File: src/logic/lsb_clock_pkg.sv
// constants and types for the low-speed bus clock gates and backup clock control
// assumes one 50 MHz system clock and an AXI4-Lite master with 32-bit data
`default_nettype none

package lsb_clock_pkg;

  // ==========================================================================
  // register map (byte addresses, one aligned word each)
  localparam logic [7:0]  GATES_OFFSET     = 8'h1c;
  localparam logic [7:0]  BDCTL_OFFSET     = 8'h20;
  localparam int          ADDR_W           = 8;

  // ==========================================================================
  // clock gate register layout
  localparam logic [31:0] GATES_RESET      = 32'h0000_0000;
  localparam logic [31:0] GATES_WR_MASK    = 32'h3e7e_c83f;
  localparam int          DAC_GATE_BIT     = 29;
  localparam int          POWER_GATE_BIT   = 28;
  localparam int          BKPIF_GATE_BIT   = 27;
  localparam int          CAN_B_GATE_BIT   = 26;
  localparam int          CAN_A_GATE_BIT   = 25;
  localparam int          I2C_B_GATE_BIT   = 22;
  localparam int          I2C_A_GATE_BIT   = 21;
  localparam int          SERIAL_E_BIT     = 20;
  localparam int          SERIAL_B_BIT     = 17;
  localparam int          SPI_C_GATE_BIT   = 15;
  localparam int          SPI_B_GATE_BIT   = 14;
  localparam int          WWDG_GATE_BIT    = 11;
  localparam int          TIMER_G_BIT      = 5;
  localparam int          TIMER_B_BIT      = 0;

  // ==========================================================================
  // backup domain control register layout
  localparam logic [31:0] BDCTL_RESET      = 32'h0000_0018;
  localparam logic [31:0] BDCTL_RSVD_READ  = 32'h0000_0018;
  localparam int          BD_ENABLE_BIT    = 0;
  localparam int          BD_STABLE_BIT    = 1;
  localparam int          BD_BYPASS_BIT    = 2;
  localparam int          BD_SRC_LSB       = 8;
  localparam int          BD_GATE_BIT      = 15;
  localparam int          BD_RST_BIT       = 16;

  // ==========================================================================
  // rtc source encodings and divider
  typedef enum logic [1:0] {
    RTC_SRC_NONE = 2'h0,
    RTC_SRC_SLOW = 2'h1,
    RTC_SRC_IRC  = 2'h2,
    RTC_SRC_FAST = 2'h3
  } rtc_src_t;
  localparam int          DIV_W            = 7;

  // backup domain state carried as one unit
  typedef struct packed {
    logic     bkp_rst;
    logic     rtc_gate;
    rtc_src_t rtc_src;
    logic     bypass;
    logic     enable;
  } bdctl_t;
  localparam bdctl_t      BDCTL_DEFAULT    = '{1'b0, 1'b0, RTC_SRC_NONE, 1'b0, 1'b0};

  // ==========================================================================
  // bus responses
  localparam logic [1:0]  RESP_OKAY        = 2'h0;
  localparam logic [1:0]  RESP_SLVERR      = 2'h2;

endpackage

`default_nettype wire

File: src/logic/lsb_clock_ctl.sv
// low-speed bus clock gate register and backup domain clock control
// assumes oscillator and crystal clock levels arrive synchronous to clk,
// and that clock gate cells downstream latch their enable during the low phase
//
// How it works
// bits 29,28,27 gate dac, power unit and backup interface clocks
// bits 26,25 gate the two can controller clocks
// bits 22,21 gate the two i2c controller clocks
// bits 20 down to 17 gate the four serial port clocks
// bits 15,14 gate the two spi controller clocks
// bit 11 gates the window watchdog clock
// bits 5 down to 0 gate the six general timer clocks
// software keeps unused gate bits at zero; they read back zero
// backup control at 0x20 resets to 0x18 on backup domain reset only
// backup control accepts byte, half-word and word access
// oscillator, bypass, source and rtc gate survive system reset
// those fields change only while backup write unlock is set
// bit 16 holds the backup domain in reset while one
// bit 15 passes the rtc clock when one
// bits 9:8 pick none, slow crystal, internal 40k, fast crystal/128
// a nonzero rtc source is frozen until backup domain reset
// bit 2 puts the slow oscillator in bypass mode
// bit 0 enables slow oscillator; bit 1 reads its stable flag
// gate register at 0x1c resets to zero, every clock stopped
// bus gate enables change just after a rising edge, steady over the low phase; the rtc gate closes in any phase once rtc_want drops
// fast crystal divided by free 7-bit counter; rtc low with no source
//
// Implementation choice: register access over AXI4-Lite.
`default_nettype none

module lsb_clock_ctl
  import lsb_clock_pkg::*;
(
  // clock and resets
  input  wire logic              clk,
  input  wire logic              srst,
  input  wire logic              backup_por,
  // axi4-lite write address and data
  input  wire logic              awvalid,
  output logic                   awready,
  input  wire logic [ADDR_W-1:0] awaddr,
  input  wire logic [2:0]        awprot,
  input  wire logic              wvalid,
  output logic                   wready,
  input  wire logic [31:0]       wdata,
  input  wire logic [3:0]        wstrb,
  // axi4-lite write response
  output logic                   bvalid,
  input  wire logic              bready,
  output logic [1:0]             bresp,
  // axi4-lite read
  input  wire logic              arvalid,
  output logic                   arready,
  input  wire logic [ADDR_W-1:0] araddr,
  input  wire logic [2:0]        arprot,
  output logic                   rvalid,
  input  wire logic              rready,
  output logic [31:0]            rdata,
  output logic [1:0]             rresp,
  // power controller and oscillators
  input  wire logic              backup_write_unlock,
  input  wire logic              slow_osc_ready,
  input  wire logic              slow_crystal_clock,
  input  wire logic              internal_40k_clock,
  input  wire logic              fast_crystal_clock,
  // clock enables and backup outputs
  output logic [31:0]            bus_clock_gates,
  output logic                   slow_osc_enable,
  output logic                   slow_osc_bypass,
  output logic                   backup_domain_reset,
  output logic                   rtc_clock
);

  // ==========================================================================
  // byte lane merge
  function automatic logic [31:0] merge_bytes(input logic [31:0] old_word,
                                               input logic [31:0] new_word,
                                               input logic [3:0]  strb);
    logic [31:0] res;
    res = old_word;
    for (int b = 0; b < 4; b++) begin
      if (strb[b]) begin
        res[8*b +: 8] = new_word[8*b +: 8];
      end
    end
    return res;
  endfunction

  // ==========================================================================
  // write channel state
  logic              aw_have_q;
  logic              aw_have_d;
  logic              w_have_q;
  logic              w_have_d;
  logic [ADDR_W-1:0] aw_addr_q;
  logic [31:0]       wdata_q;
  logic [3:0]        wstrb_q;
  logic              awready_q;
  logic              wready_q;
  logic              bvalid_q;
  logic              bvalid_d;
  logic [1:0]        bresp_q;

  // read channel state
  logic              arready_q;
  logic              rvalid_q;
  logic              rvalid_d;
  logic [31:0]       rdata_q;
  logic [1:0]        rresp_q;

  // register state
  logic [31:0]       gates_q;
  logic [31:0]       gates_out_q;
  bdctl_t            bd_q;
  bdctl_t            bd_d;
  logic              stable_q;

  // rtc path
  logic              fast_prev_q;
  logic [DIV_W-1:0]  div_q;
  logic              rtc_pass_q;
  logic              rtc_q;
  logic              bkp_rst_out_q;

  // ==========================================================================
  // handshake decode
  wire aw_take   = awvalid & awready_q;
  wire w_take    = wvalid & wready_q;
  wire wr_do     = aw_have_q & w_have_q & ~bvalid_q;
  wire ar_take   = arvalid & arready_q;
  wire [ADDR_W-1:0] wr_word = {aw_addr_q[ADDR_W-1:2], 2'b00};
  wire [ADDR_W-1:0] rd_word = {araddr[ADDR_W-1:2], 2'b00};
  wire wr_hit_gates = (wr_word == GATES_OFFSET);
  wire wr_hit_bd    = (wr_word == BDCTL_OFFSET);
  wire rd_hit_gates = (rd_word == GATES_OFFSET);
  wire rd_hit_bd    = (rd_word == BDCTL_OFFSET);
  wire wr_hit       = wr_hit_gates | wr_hit_bd;
  wire rd_hit       = rd_hit_gates | rd_hit_bd;

  // next state of the handshake flags; readies follow from them so they are flops
  assign aw_have_d = wr_do ? 1'b0 : (aw_have_q | aw_take);
  assign w_have_d  = wr_do ? 1'b0 : (w_have_q | w_take);
  assign bvalid_d  = wr_do | (bvalid_q & ~bready);
  assign rvalid_d  = ar_take | (rvalid_q & ~rready);

  // ==========================================================================
  // register read view
  wire [31:0] bd_word = BDCTL_RSVD_READ
                      | ({31'h0, bd_q.enable}   << BD_ENABLE_BIT)
                      | ({31'h0, stable_q}      << BD_STABLE_BIT)
                      | ({31'h0, bd_q.bypass}   << BD_BYPASS_BIT)
                      | ({30'h0, bd_q.rtc_src}  << BD_SRC_LSB)
                      | ({31'h0, bd_q.rtc_gate} << BD_GATE_BIT)
                      | ({31'h0, bd_q.bkp_rst}  << BD_RST_BIT);
  wire [31:0] rd_word_val = rd_hit_gates ? gates_q :
                            rd_hit_bd    ? bd_word : 32'h0000_0000;

  // merged write values; byte lanes make partial access work
  wire [31:0] gates_merged = merge_bytes(gates_q, wdata_q, wstrb_q);
  wire [31:0] bd_merged    = merge_bytes(bd_word, wdata_q, wstrb_q);
  wire        gates_wr     = wr_do & wr_hit_gates;
  wire        bd_wr        = wr_do & wr_hit_bd;
  wire        bkp_hold     = backup_por | bd_q.bkp_rst;

  // ==========================================================================
  // write address and data capture, either order
  always_ff @(posedge clk) begin
    if (srst) begin
      aw_have_q <= 1'b0;
      w_have_q  <= 1'b0;
      aw_addr_q <= '0;
      wdata_q   <= 32'h0000_0000;
      wstrb_q   <= 4'h0;
    end else begin
      aw_have_q <= aw_have_d;
      w_have_q  <= w_have_d;
      if (aw_take) begin
        aw_addr_q <= awaddr;
      end
      if (w_take) begin
        wdata_q <= wdata;
        wstrb_q <= wstrb;
      end
    end
  end

  // write readies and response; one write outstanding at a time
  always_ff @(posedge clk) begin
    if (srst) begin
      awready_q <= 1'b0;
      wready_q  <= 1'b0;
      bvalid_q  <= 1'b0;
      bresp_q   <= RESP_OKAY;
    end else begin
      awready_q <= ~aw_have_d & ~bvalid_d;
      wready_q  <= ~w_have_d & ~bvalid_d;
      bvalid_q  <= bvalid_d;
      if (wr_do) begin
        bresp_q <= wr_hit ? RESP_OKAY : RESP_SLVERR;
      end
    end
  end

  // read path answers at the edge that takes the address
  always_ff @(posedge clk) begin
    if (srst) begin
      arready_q <= 1'b0;
      rvalid_q  <= 1'b0;
      rdata_q   <= 32'h0000_0000;
      rresp_q   <= RESP_OKAY;
    end else begin
      arready_q <= ~rvalid_d;
      rvalid_q  <= rvalid_d;
      if (ar_take) begin
        rdata_q <= rd_word_val;
        rresp_q <= rd_hit ? RESP_OKAY : RESP_SLVERR;
      end
    end
  end

  // ==========================================================================
  // clock gate register follows system reset
  always_ff @(posedge clk) begin
    if (srst) begin
      gates_q <= GATES_RESET;
    end else if (gates_wr) begin
      gates_q <= gates_merged & GATES_WR_MASK;
    end
  end

  // one enable flop per gate; each changes just after a rising edge and is
  // steady across the whole low phase in which the gate cell latches it
  for (genvar g = 0; g < 32; g++) begin : gen_gate
    always_ff @(posedge clk) begin
      if (srst) begin
        gates_out_q[g] <= GATES_RESET[g];
      end else begin
        gates_out_q[g] <= gates_q[g] & GATES_WR_MASK[g];
      end
    end
  end

  // ==========================================================================
  // backup control next state; system reset deliberately absent
  always_comb begin
    bd_d = bd_q;
    if (backup_por) begin
      bd_d = BDCTL_DEFAULT;
    end else begin
      if (bd_q.bkp_rst) begin
        bd_d = BDCTL_DEFAULT;
        bd_d.bkp_rst = 1'b1;
      end
      if (bd_wr) begin
        bd_d.bkp_rst = bd_merged[BD_RST_BIT];
        if (backup_write_unlock && !bd_q.bkp_rst) begin
          bd_d.enable   = bd_merged[BD_ENABLE_BIT];
          bd_d.bypass   = bd_merged[BD_BYPASS_BIT];
          bd_d.rtc_gate = bd_merged[BD_GATE_BIT];
          if (bd_q.rtc_src == RTC_SRC_NONE) begin
            bd_d.rtc_src = rtc_src_t'(bd_merged[BD_SRC_LSB +: 2]);
          end
        end
      end
    end
  end

  // backup register survives srst; only the backup domain reset clears it
  always_ff @(posedge clk) begin
    bd_q <= bd_d;
  end

  // stable flag: hardware owned, read only, low while the oscillator is off
  always_ff @(posedge clk) begin
    if (backup_por) begin
      stable_q <= 1'b0;
    end else begin
      stable_q <= bd_q.enable & slow_osc_ready & ~bd_q.bkp_rst;
    end
  end

  // ==========================================================================
  // fast crystal divider, counts each sampled rising edge
  wire fast_rise = fast_crystal_clock & ~fast_prev_q;
  always_ff @(posedge clk) begin
    if (srst) begin
      fast_prev_q <= 1'b0;
      div_q       <= '0;
    end else begin
      fast_prev_q <= fast_crystal_clock;
      if (fast_rise) begin
        div_q <= div_q + 7'h01;
      end
    end
  end

  // source mux; no source gives a steady low
  wire src_level = (bd_q.rtc_src == RTC_SRC_SLOW) ? slow_crystal_clock :
                   (bd_q.rtc_src == RTC_SRC_IRC)  ? internal_40k_clock :
                   (bd_q.rtc_src == RTC_SRC_FAST) ? div_q[DIV_W-1] : 1'b0;
  wire rtc_want  = bd_q.rtc_gate & (bd_q.rtc_src != RTC_SRC_NONE) & ~bkp_hold;

  // the rtc gate only opens while the selected level is low, so the rtc never
  // starts on a clipped high pulse; it closes at once when rtc_want drops, and opening lags up to half a period
  always_ff @(posedge clk) begin
    if (backup_por) begin
      rtc_pass_q <= 1'b0;
      rtc_q      <= 1'b0;
    end else begin
      if (!src_level || !rtc_want) begin
        rtc_pass_q <= rtc_want;
      end
      rtc_q <= src_level & rtc_pass_q & rtc_want;
    end
  end

  // backup domain reset out combines the backup reset and the software request
  always_ff @(posedge clk) begin
    bkp_rst_out_q <= bkp_hold;
  end

  // ==========================================================================
  // outputs, all from flops
  assign awready             = awready_q;
  assign wready              = wready_q;
  assign bvalid              = bvalid_q;
  assign bresp               = bresp_q;
  assign arready             = arready_q;
  assign rvalid              = rvalid_q;
  assign rdata               = rdata_q;
  assign rresp               = rresp_q;
  assign bus_clock_gates     = gates_out_q;
  assign slow_osc_enable     = bd_q.enable;
  assign slow_osc_bypass     = bd_q.bypass;
  assign backup_domain_reset = bkp_rst_out_q;
  assign rtc_clock           = rtc_q;

  // protection bits carry no meaning here
  wire unused_prot = ^{awprot, arprot};
endmodule

`default_nettype wire

File: config.mk
export PLATFORM = sky130hd
export DESIGN_NAME = lsb_clock_ctl
export DESIGN_NICKNAME = d
export VERILOG_FILES = /design/src/logic/lsb_clock_pkg.sv /design/src/logic/lsb_clock_ctl.sv
export SDC_FILE = /design/constraint.sdc
export NUM_CORES = 1
export LEC_CHECK = 0
export BUFFER_PORTS_ARGS = -buffer_cell sky130_fd_sc_hd__buf_2
export CELL_PAD_IN_SITES_DETAIL_PLACEMENT = 1
export CELL_PAD_IN_SITES_GLOBAL_PLACEMENT = 2
export CORE_ASPECT_RATIO = 0.5
export CORE_MARGIN = 4
export CORE_UTILIZATION = 29
export DETAILED_ROUTE_END_ITERATION = 6
export HOLD_SLACK_MARGIN = 0.1
export PLACE_DENSITY_LB_ADDON = 0.1
export RECOVER_POWER = 100
export SETUP_SLACK_MARGIN = 0.02
export SLEW_MARGIN = 20
export SYNTH_ARGS = -nofsm -noshare
export SYNTH_HDL_FRONTEND = slang
export SYNTH_SLANG_ARGS = --single-unit
File: constraint.sdc
create_clock -name clk -period 1.8 [get_ports clk]
set_input_delay 0.18 -clock clk [delete_from_list [all_inputs] [get_ports clk]]
set_output_delay 0.18 -clock clk [all_outputs]
set_load 0.01 [all_outputs]
==> run_results.csv, run 1 <==
group,metric,value,unit
outcome,outcome,"completed",
power,p_switching,1580,uW
route,wl_per_cell,14.8,um
global_route,overflow,0,
route,via_per_inst,4.46,
critical_path,criticalPathCategory,"flop to flop",
global_route,antenna_found_initial,1,
synth,syn_inst,507,
sta,slew_headroom,42.4,%
place,place.gp.congestion,0.750,
floorplan,die_w,186,um
power,power_density,1070,mW/mm2
synth,synth_area_leaders,"dfxtp_1 (54%), nand2_1 (7.5%), a21oi_1 (6.1%)",
finish,final_cells,877,
sta,holdWs,0.127,ns
sta,clock_skew,0.00971,ns
place,placed_cells,807,
route,drc_errors,0,
synth,ys_warn_count,0,
clock_network,h-tree-depth,4,
synth,netlist.area_leader.share,53.5,%
floorplan,core_area,0.0155,mm2
power,power_frac_comb,6.4,%
critical_path,start_kind,"flop",
critical_path,critPathMaxStageDelay,0.44,ns
power,swShare,23.7,%
sta,finalHoldViolCount,0,
power,seqPwrFrac,42.4,%
critical_path,reg2reg_to,"gates_q[5]",
clock_network,path_clk_slew,0.06,ns
power,ir_drop,730,uV
place,numPortBuffers,105,
finish,nets,732,
critical_path,ff2ff_path_depth,5,
power,pwr-share-clk,51.1,%
finish,drive_above_1_share,16.2,%
sta,fmax,603,MHz
power,power.internal,5100,uW
global_route,grt_pass1_vias,3905,
hold_path,hold_path_class,"input pin to flop",
synth,ys_async_sr_fraction,0,%
hold_path,min_to,"aw_addr_q[2]",
clock_network,cts-root-buf,"clkbuf_16",
global_route,grtUsageTotal,14.5,%
clock_network,clockBufferDepth,2,
sta,fin_crit,1.66,ns
route,ant_nets,0,
clock_network,insertion_delay,0.41,ns
sta,setup_ws,0.142,ns
critical_path,ff2ff_setup_slack,0.14,ns
place,place_ws,0.0865,ns
synth,ys_seq_area_share,53.5,%
synth,syn_area,0.00460,mm2
finish,synthToLayoutAreaGrowth,35.8,%
route,dr.pass1.iters,5,
floorplan,rows,32,
critical_path,crit_family,"simple AND/OR/NAND/NOR gates",
critical_path,reg2reg_from,"aw_addr_q[7]",
critical_path,path_cells,"or2_2 > nor4_4 > buf_12 > mux2i_1 > nor2_1",
sta,period_share,92.1,%
run,cap_violations,0,
synth,post_synth.cell_area_avg,9.07,um2
place,dp_hpwl,9040,um
critical_path,cpMaxStageDelayCell,"or2_2",
floorplan,top_level_ports,148,
clock_network,clock_sinks,123,
floorplan,die_area,0.0181,mm2
critical_path,cp.arrival,1.92,ns
synth,synth_seq_cells,123,
sta,tightestPinTransition,0.864,ns
synth,synth_largest_area_cell,"dfxtp_1",
global_route,grt_max_degree,32,
floorplan,die_h,97.1,um
sta,rsz0062_at_grt,"no",
clock_network,cts_tree,"yes",
route,drtIter0Drc,163,
floorplan,start_util,29.8,%
global_route,grt_pass1_wl,20600,um
critical_path,worst-path-buf-inv,1,
route,dr_total_vias,3914,
critical_path,crit_fanout,9,
finish,diodes,0,
route,wl,12900,um
sta,slew_violations,0,
synth,netlist-cell-type-count,39,
hold_path,hold_depth,3,
critical_path,endpoint_kind,"flop",
sta,setup_viol,0,
clock_network,cts_buffers,17,
power,p_leak,0.00237,uW
critical_path,required,2.07,ns
synth,synth_edf_count,0,
hold_path,min_from,"awvalid",
synth,synth_flop_cell,"dfxtp_1",
sta,tns,0,ns
finish,fill_cells,1834,
how the worst max path moves through the flow:
stage	start	end	cells after the start
6_report	aw_addr_q[7]	gates_q[5]	5
5_1_grt	bvalid	gates_q[28]	5
4_1_cts	aw_addr_q[7]	slow_osc_bypass	4
3_5_place_dp	aw_addr_q[7]	slow_osc_bypass	4
3_3_place_gp	aw_addr_q[7]	slow_osc_enable	4
2_1_floorplan	bvalid	gates_q[22]	4
flip-flops by register name, indices dropped and copies added, names as in the netlist, 4 cells and up:
name	cells
gates_q	20
wdata_q	23
div_q	7
wstrb_q	4
aw_addr_q	6
bus_clock_gates	20
bd_q	4
rdata	23
worst min-delay path, delay by kind of cell:
family,cells,cell delay (ns)
buffers and inverters,1,0.16
and+or+nand+nor,1,0.09
AOI/OAI and AO/OA,1,0.05
kinds of logic (layout without fill, tap and decap cells):
kind of cell,count (synthesis),count (layout),synth area share (%)
xor gates and xnor gates,6,6,1.14
other,1,23,0.0815
buffers and inverters,57,201,6.69
and+or+nand+nor,228,228,25.3
adders and majority gates,1,1,0.272
AOI/OAI and AO/OA,68,68,7.94
DFF,123,123,53.5
muxes,23,23,5.03
power by group through the flow:
stage                     Combinational (uW)  Sequential [uW]  Clock (uW)
after floorplan                          256             2890           0
after global placement                   386             2890           0
after detailed placement                 390             2890           0
after CTS                                454             2830        3530
after global routing                     481             2840        3650
final                                    430             2830        3420
per-stage QoR:
step	power, uW	utilization (%)	cell area, um2
floorplan	3150	-	4680
global placement	3280	34.8	5390
detailed placement	3280	34.8	5390
CTS	6820	41.2	6360
global route	6980	40.4	6250
finish	6680	40.4	6250
layout make-up:
class / count / area (um2) / share of cell area (%)
repair buffers: 163 / 995 / 15.9
clock buffers: 20 / 457 / 7.31
inverters: 6 / 22.5 / 0.361
flip-flops and latches: 123 / 2460 / 39.4
well taps: 204 / 255 / 4.09
multi-input cells: 349 / 1920 / 30.7
clock inverters: 12 / 138 / 2.20
synth_stat cells (4+ instances only):
master	n
a21oi_1	56
a221oi_1	4
buf_4	23
clkbuf_1	26
dfxtp_1	123
inv_1	6
mux2i_1	22
nand2_1	92
nand3_1	26
nor2_1	45
nor2b_1	26
nor3_1	10
nor4_4	4
o21ai_0	4
xor2_1	5
layout by cell type (no fill, tap or decap), types with 23 or more instances in the layout:
| cell | instances |
|---|---|
| conb_1 | 23 |
| nand3_1 | 26 |
| nor2b_1 | 26 |
| dlygate4sd3_1 | 38 |
| a21oi_1 | 56 |
| buf_2 | 50 |
| nand2_1 | 92 |
| nor2_1 | 45 |
| clkbuf_1 | 62 |
| dfxtp_1 | 123 |
per-layer routing:
layer	global-route usage (%)	up-vias	wire length (um)
met1	20.0	1863	6610
met4	4.20	2	78
met3	4.56	6	609
li1	-	1958	-
met2	21.8	85	5640
met5	0	-	7
timing repair:
action,CTS,global route
hold endpoints to repair,41,0
endpoints found under the setup margin,0,4
buffers inserted,0,0
hold buffers,38,0
gates resized for setup,0,1
(Power assumes the default switching activity.)
==> run 2: changes to the inputs <==
--- a/config.mk
+++ b/config.mk
@@ -8,7 +8,7 @@
 export BUFFER_PORTS_ARGS = -buffer_cell sky130_fd_sc_hd__buf_2
 export CELL_PAD_IN_SITES_DETAIL_PLACEMENT = 1
 export CELL_PAD_IN_SITES_GLOBAL_PLACEMENT = 2
-export CORE_ASPECT_RATIO = 0.5
+export CORE_ASPECT_RATIO = 0.7
 export CORE_MARGIN = 4
 export CORE_UTILIZATION = 29
 export DETAILED_ROUTE_END_ITERATION = 6
==> run 2 against run 1 <==
Against the previous run:
- total power decreased by 1.7%
- die area decreased by 0.50%
- via count decreased by 0.33%
- final area decreased by 1.1%
- largest power group unchanged
==> run_results.csv, run 2 (same netlist as run 1, synthesis figures left out) <==
group,metric,value,unit
sta,rsz0062_at_grt,"no",
global_route,overflow,0,
floorplan,die_area,0.0180,mm2
sta,tns,0,ns
floorplan,start_util,29.7,%
sta,period_share,95.0,%
sta,fin_crit,1.71,ns
route,dr.pass1.iters,4,
critical_path,crit_family,"simple AND/OR/NAND/NOR gates",
route,drc_errors,0,
critical_path,endpoint_kind,"flop",
floorplan,die_w,159,um
place,numPortBuffers,105,
hold_path,hold_path_class,"input pin to flop",
critical_path,reg2reg_to,"bd_q[3]",
place,place.gp.congestion,0.716,
finish,most-common-layout-cells,"dfxtp_1 (123), nand2_1 (92), clkbuf_1 (58)",
sta,setup_viol,0,
route,ant_nets,0,
global_route,grt_pass1_vias,3977,
route,wl_per_cell,14.9,um
critical_path,crit_fanout,6,
finish,final_common_cell,"dfxtp_1",
route,drtIter0Drc,126,
clock_network,h-tree-depth,4,
critical_path,cpMaxStageDelayCell,"or4b_2",
clock_network,clockBufferDepth,2,
critical_path,cp.arrival,2.01,ns
clock_network,cts_tree,"yes",
critical_path,path_cells,"or4b_2 > nor4_2 > a21o_1 > nor2_1",
clock_network,cts-root-buf,"clkbuf_16",
place,place_ws,0.0975,ns
clock_network,cts_buffers,17,
global_route,grt_max_degree,40,
sta,clock_skew,0.0220,ns
global_route,grt_pass1_wl,20900,um
global_route,antenna_found_initial,0,
critical_path,ff2ff_setup_slack,0.09,ns
critical_path,ff2ff_path_depth,4,
hold_path,min_from,"wdata[25]",
hold_path,min_to,"wdata_q[25]",
critical_path,required,2.10,ns
finish,drive_above_1_share,16.1,%
finish,synthToLayoutAreaGrowth,34.4,%
critical_path,criticalPathCategory,"flop to flop",
critical_path,critPathMaxStageDelay,0.69,ns
floorplan,core_area,0.0155,mm2
route,via_per_inst,4.51,
global_route,grtUsageTotal,14.9,%
finish,fill_cells,1822,
power,power_density,1060,mW/mm2
finish,diodes,0,
floorplan,top_level_ports,148,
clock_network,post_cts_buffers,0,
place,dp_hpwl,8960,um
finish,final_util,39.9,%
power,ir_drop,552,uV
hold_path,hold_depth,3,
run,cap_violations,0,
clock_network,clock_sinks,123,
clock_network,path_clk_slew,0.05,ns
sta,finalHoldViolCount,0,
finish,nets,725,
sta,setup_ws,0.0902,ns
sta,slew_headroom,40.3,%
power,p_leak,0.00237,uW
sta,tightestPinTransition,0.895,ns
power,p_total,6570,uW
critical_path,start_kind,"flop",
outcome,outcome,"completed",
floorplan,rows,38,
sta,fmax,585,MHz
critical_path,reg2reg_from,"bd_q[3]",
sta,slew_violations,0,
route,wl,12900,um
route,dr_total_vias,3901,
floorplan,die_h,113,um
critical_path,worst-path-buf-inv,0,
clock_network,insertion_delay,0.42,ns
==> run 2: cell count changes in the layout (fill, tap and decap cells not counted), moves of 2 or more <==
cell / change
buf_4: -4
clkbuf_1: -4
clkbuf_2: +2
clkinv_2: +2
dlygate4sd3_1: -2
inv_6: -3
nor4_2: +2
nor4_4: -2
==> run 2: how the worst max path moves through the flow <==
stage,start,endpoint,slack [ns],cells past startpoint
2_1_floorplan,bvalid,gates_q[22],0.25,4
3_3_place_gp,aw_addr_q[7],gates_q[22],0.14,5
3_5_place_dp,aw_addr_q[7],gates_q[1],0.1,5
4_1_cts,aw_addr_q[7],gates_q[19],0.08,5
5_1_grt,aw_addr_q[7],gates_q[26],0.02,5
6_report,bd_q[3],bd_q[3],0.09,4
==> run 2: worst min-delay path, stage by stage <==
cell     delay, ns
buf_2         0.09
nand2_1       0.11
a21oi_1       0.08
==> run 2: stage by stage <==
stage	instances	hold slack, ns	cell area [um2]
after CTS	865	0.103	6290
after detailed placement	798	0.386	5360
after global placement	798	0.381	5360
final	865	0.104	6180
after global routing	865	0.111	6180
after floorplan	529	0.252	4680
==> run 2: repair_timing <==
action,4_1_cts,5_1_grt
endpoints found under the setup margin,0,10
hold endpoints to repair,40,0
hold buffers,36,0
gates resized for setup,0,2
==> run 2: cell type report <==
class                      instances  area [um2]  share of cell area, %
sequential                       123        2460                   39.8
multi-input combinational        349        1910                   30.9
timing repair buffer             156         960                   15.5
clock buffer                      20         457                   7.39
tap                              200         250                   4.05
clock inverter                    11         120                   1.94
inverter                           6        22.5                  0.364
==> run 2: power by group <==
part           leakage, uW  switching [uW]  internal [uW]  total (uW)
combinational      0.00109             245            173         418
clock             0.000278            1220           2100        3310
sequential        0.000997            48.7           2790        2840
total              0.00237            1510           5060        6570
==> run 2: per-layer routing <==
metal | GRT usage (%) | share of wire (%)
met1 | 20.0 | 49
met5 | 0 | 0
met3 | 3.67 | 3.5
met4 | 4.38 | 0.96
met2 | 23.6 | 46
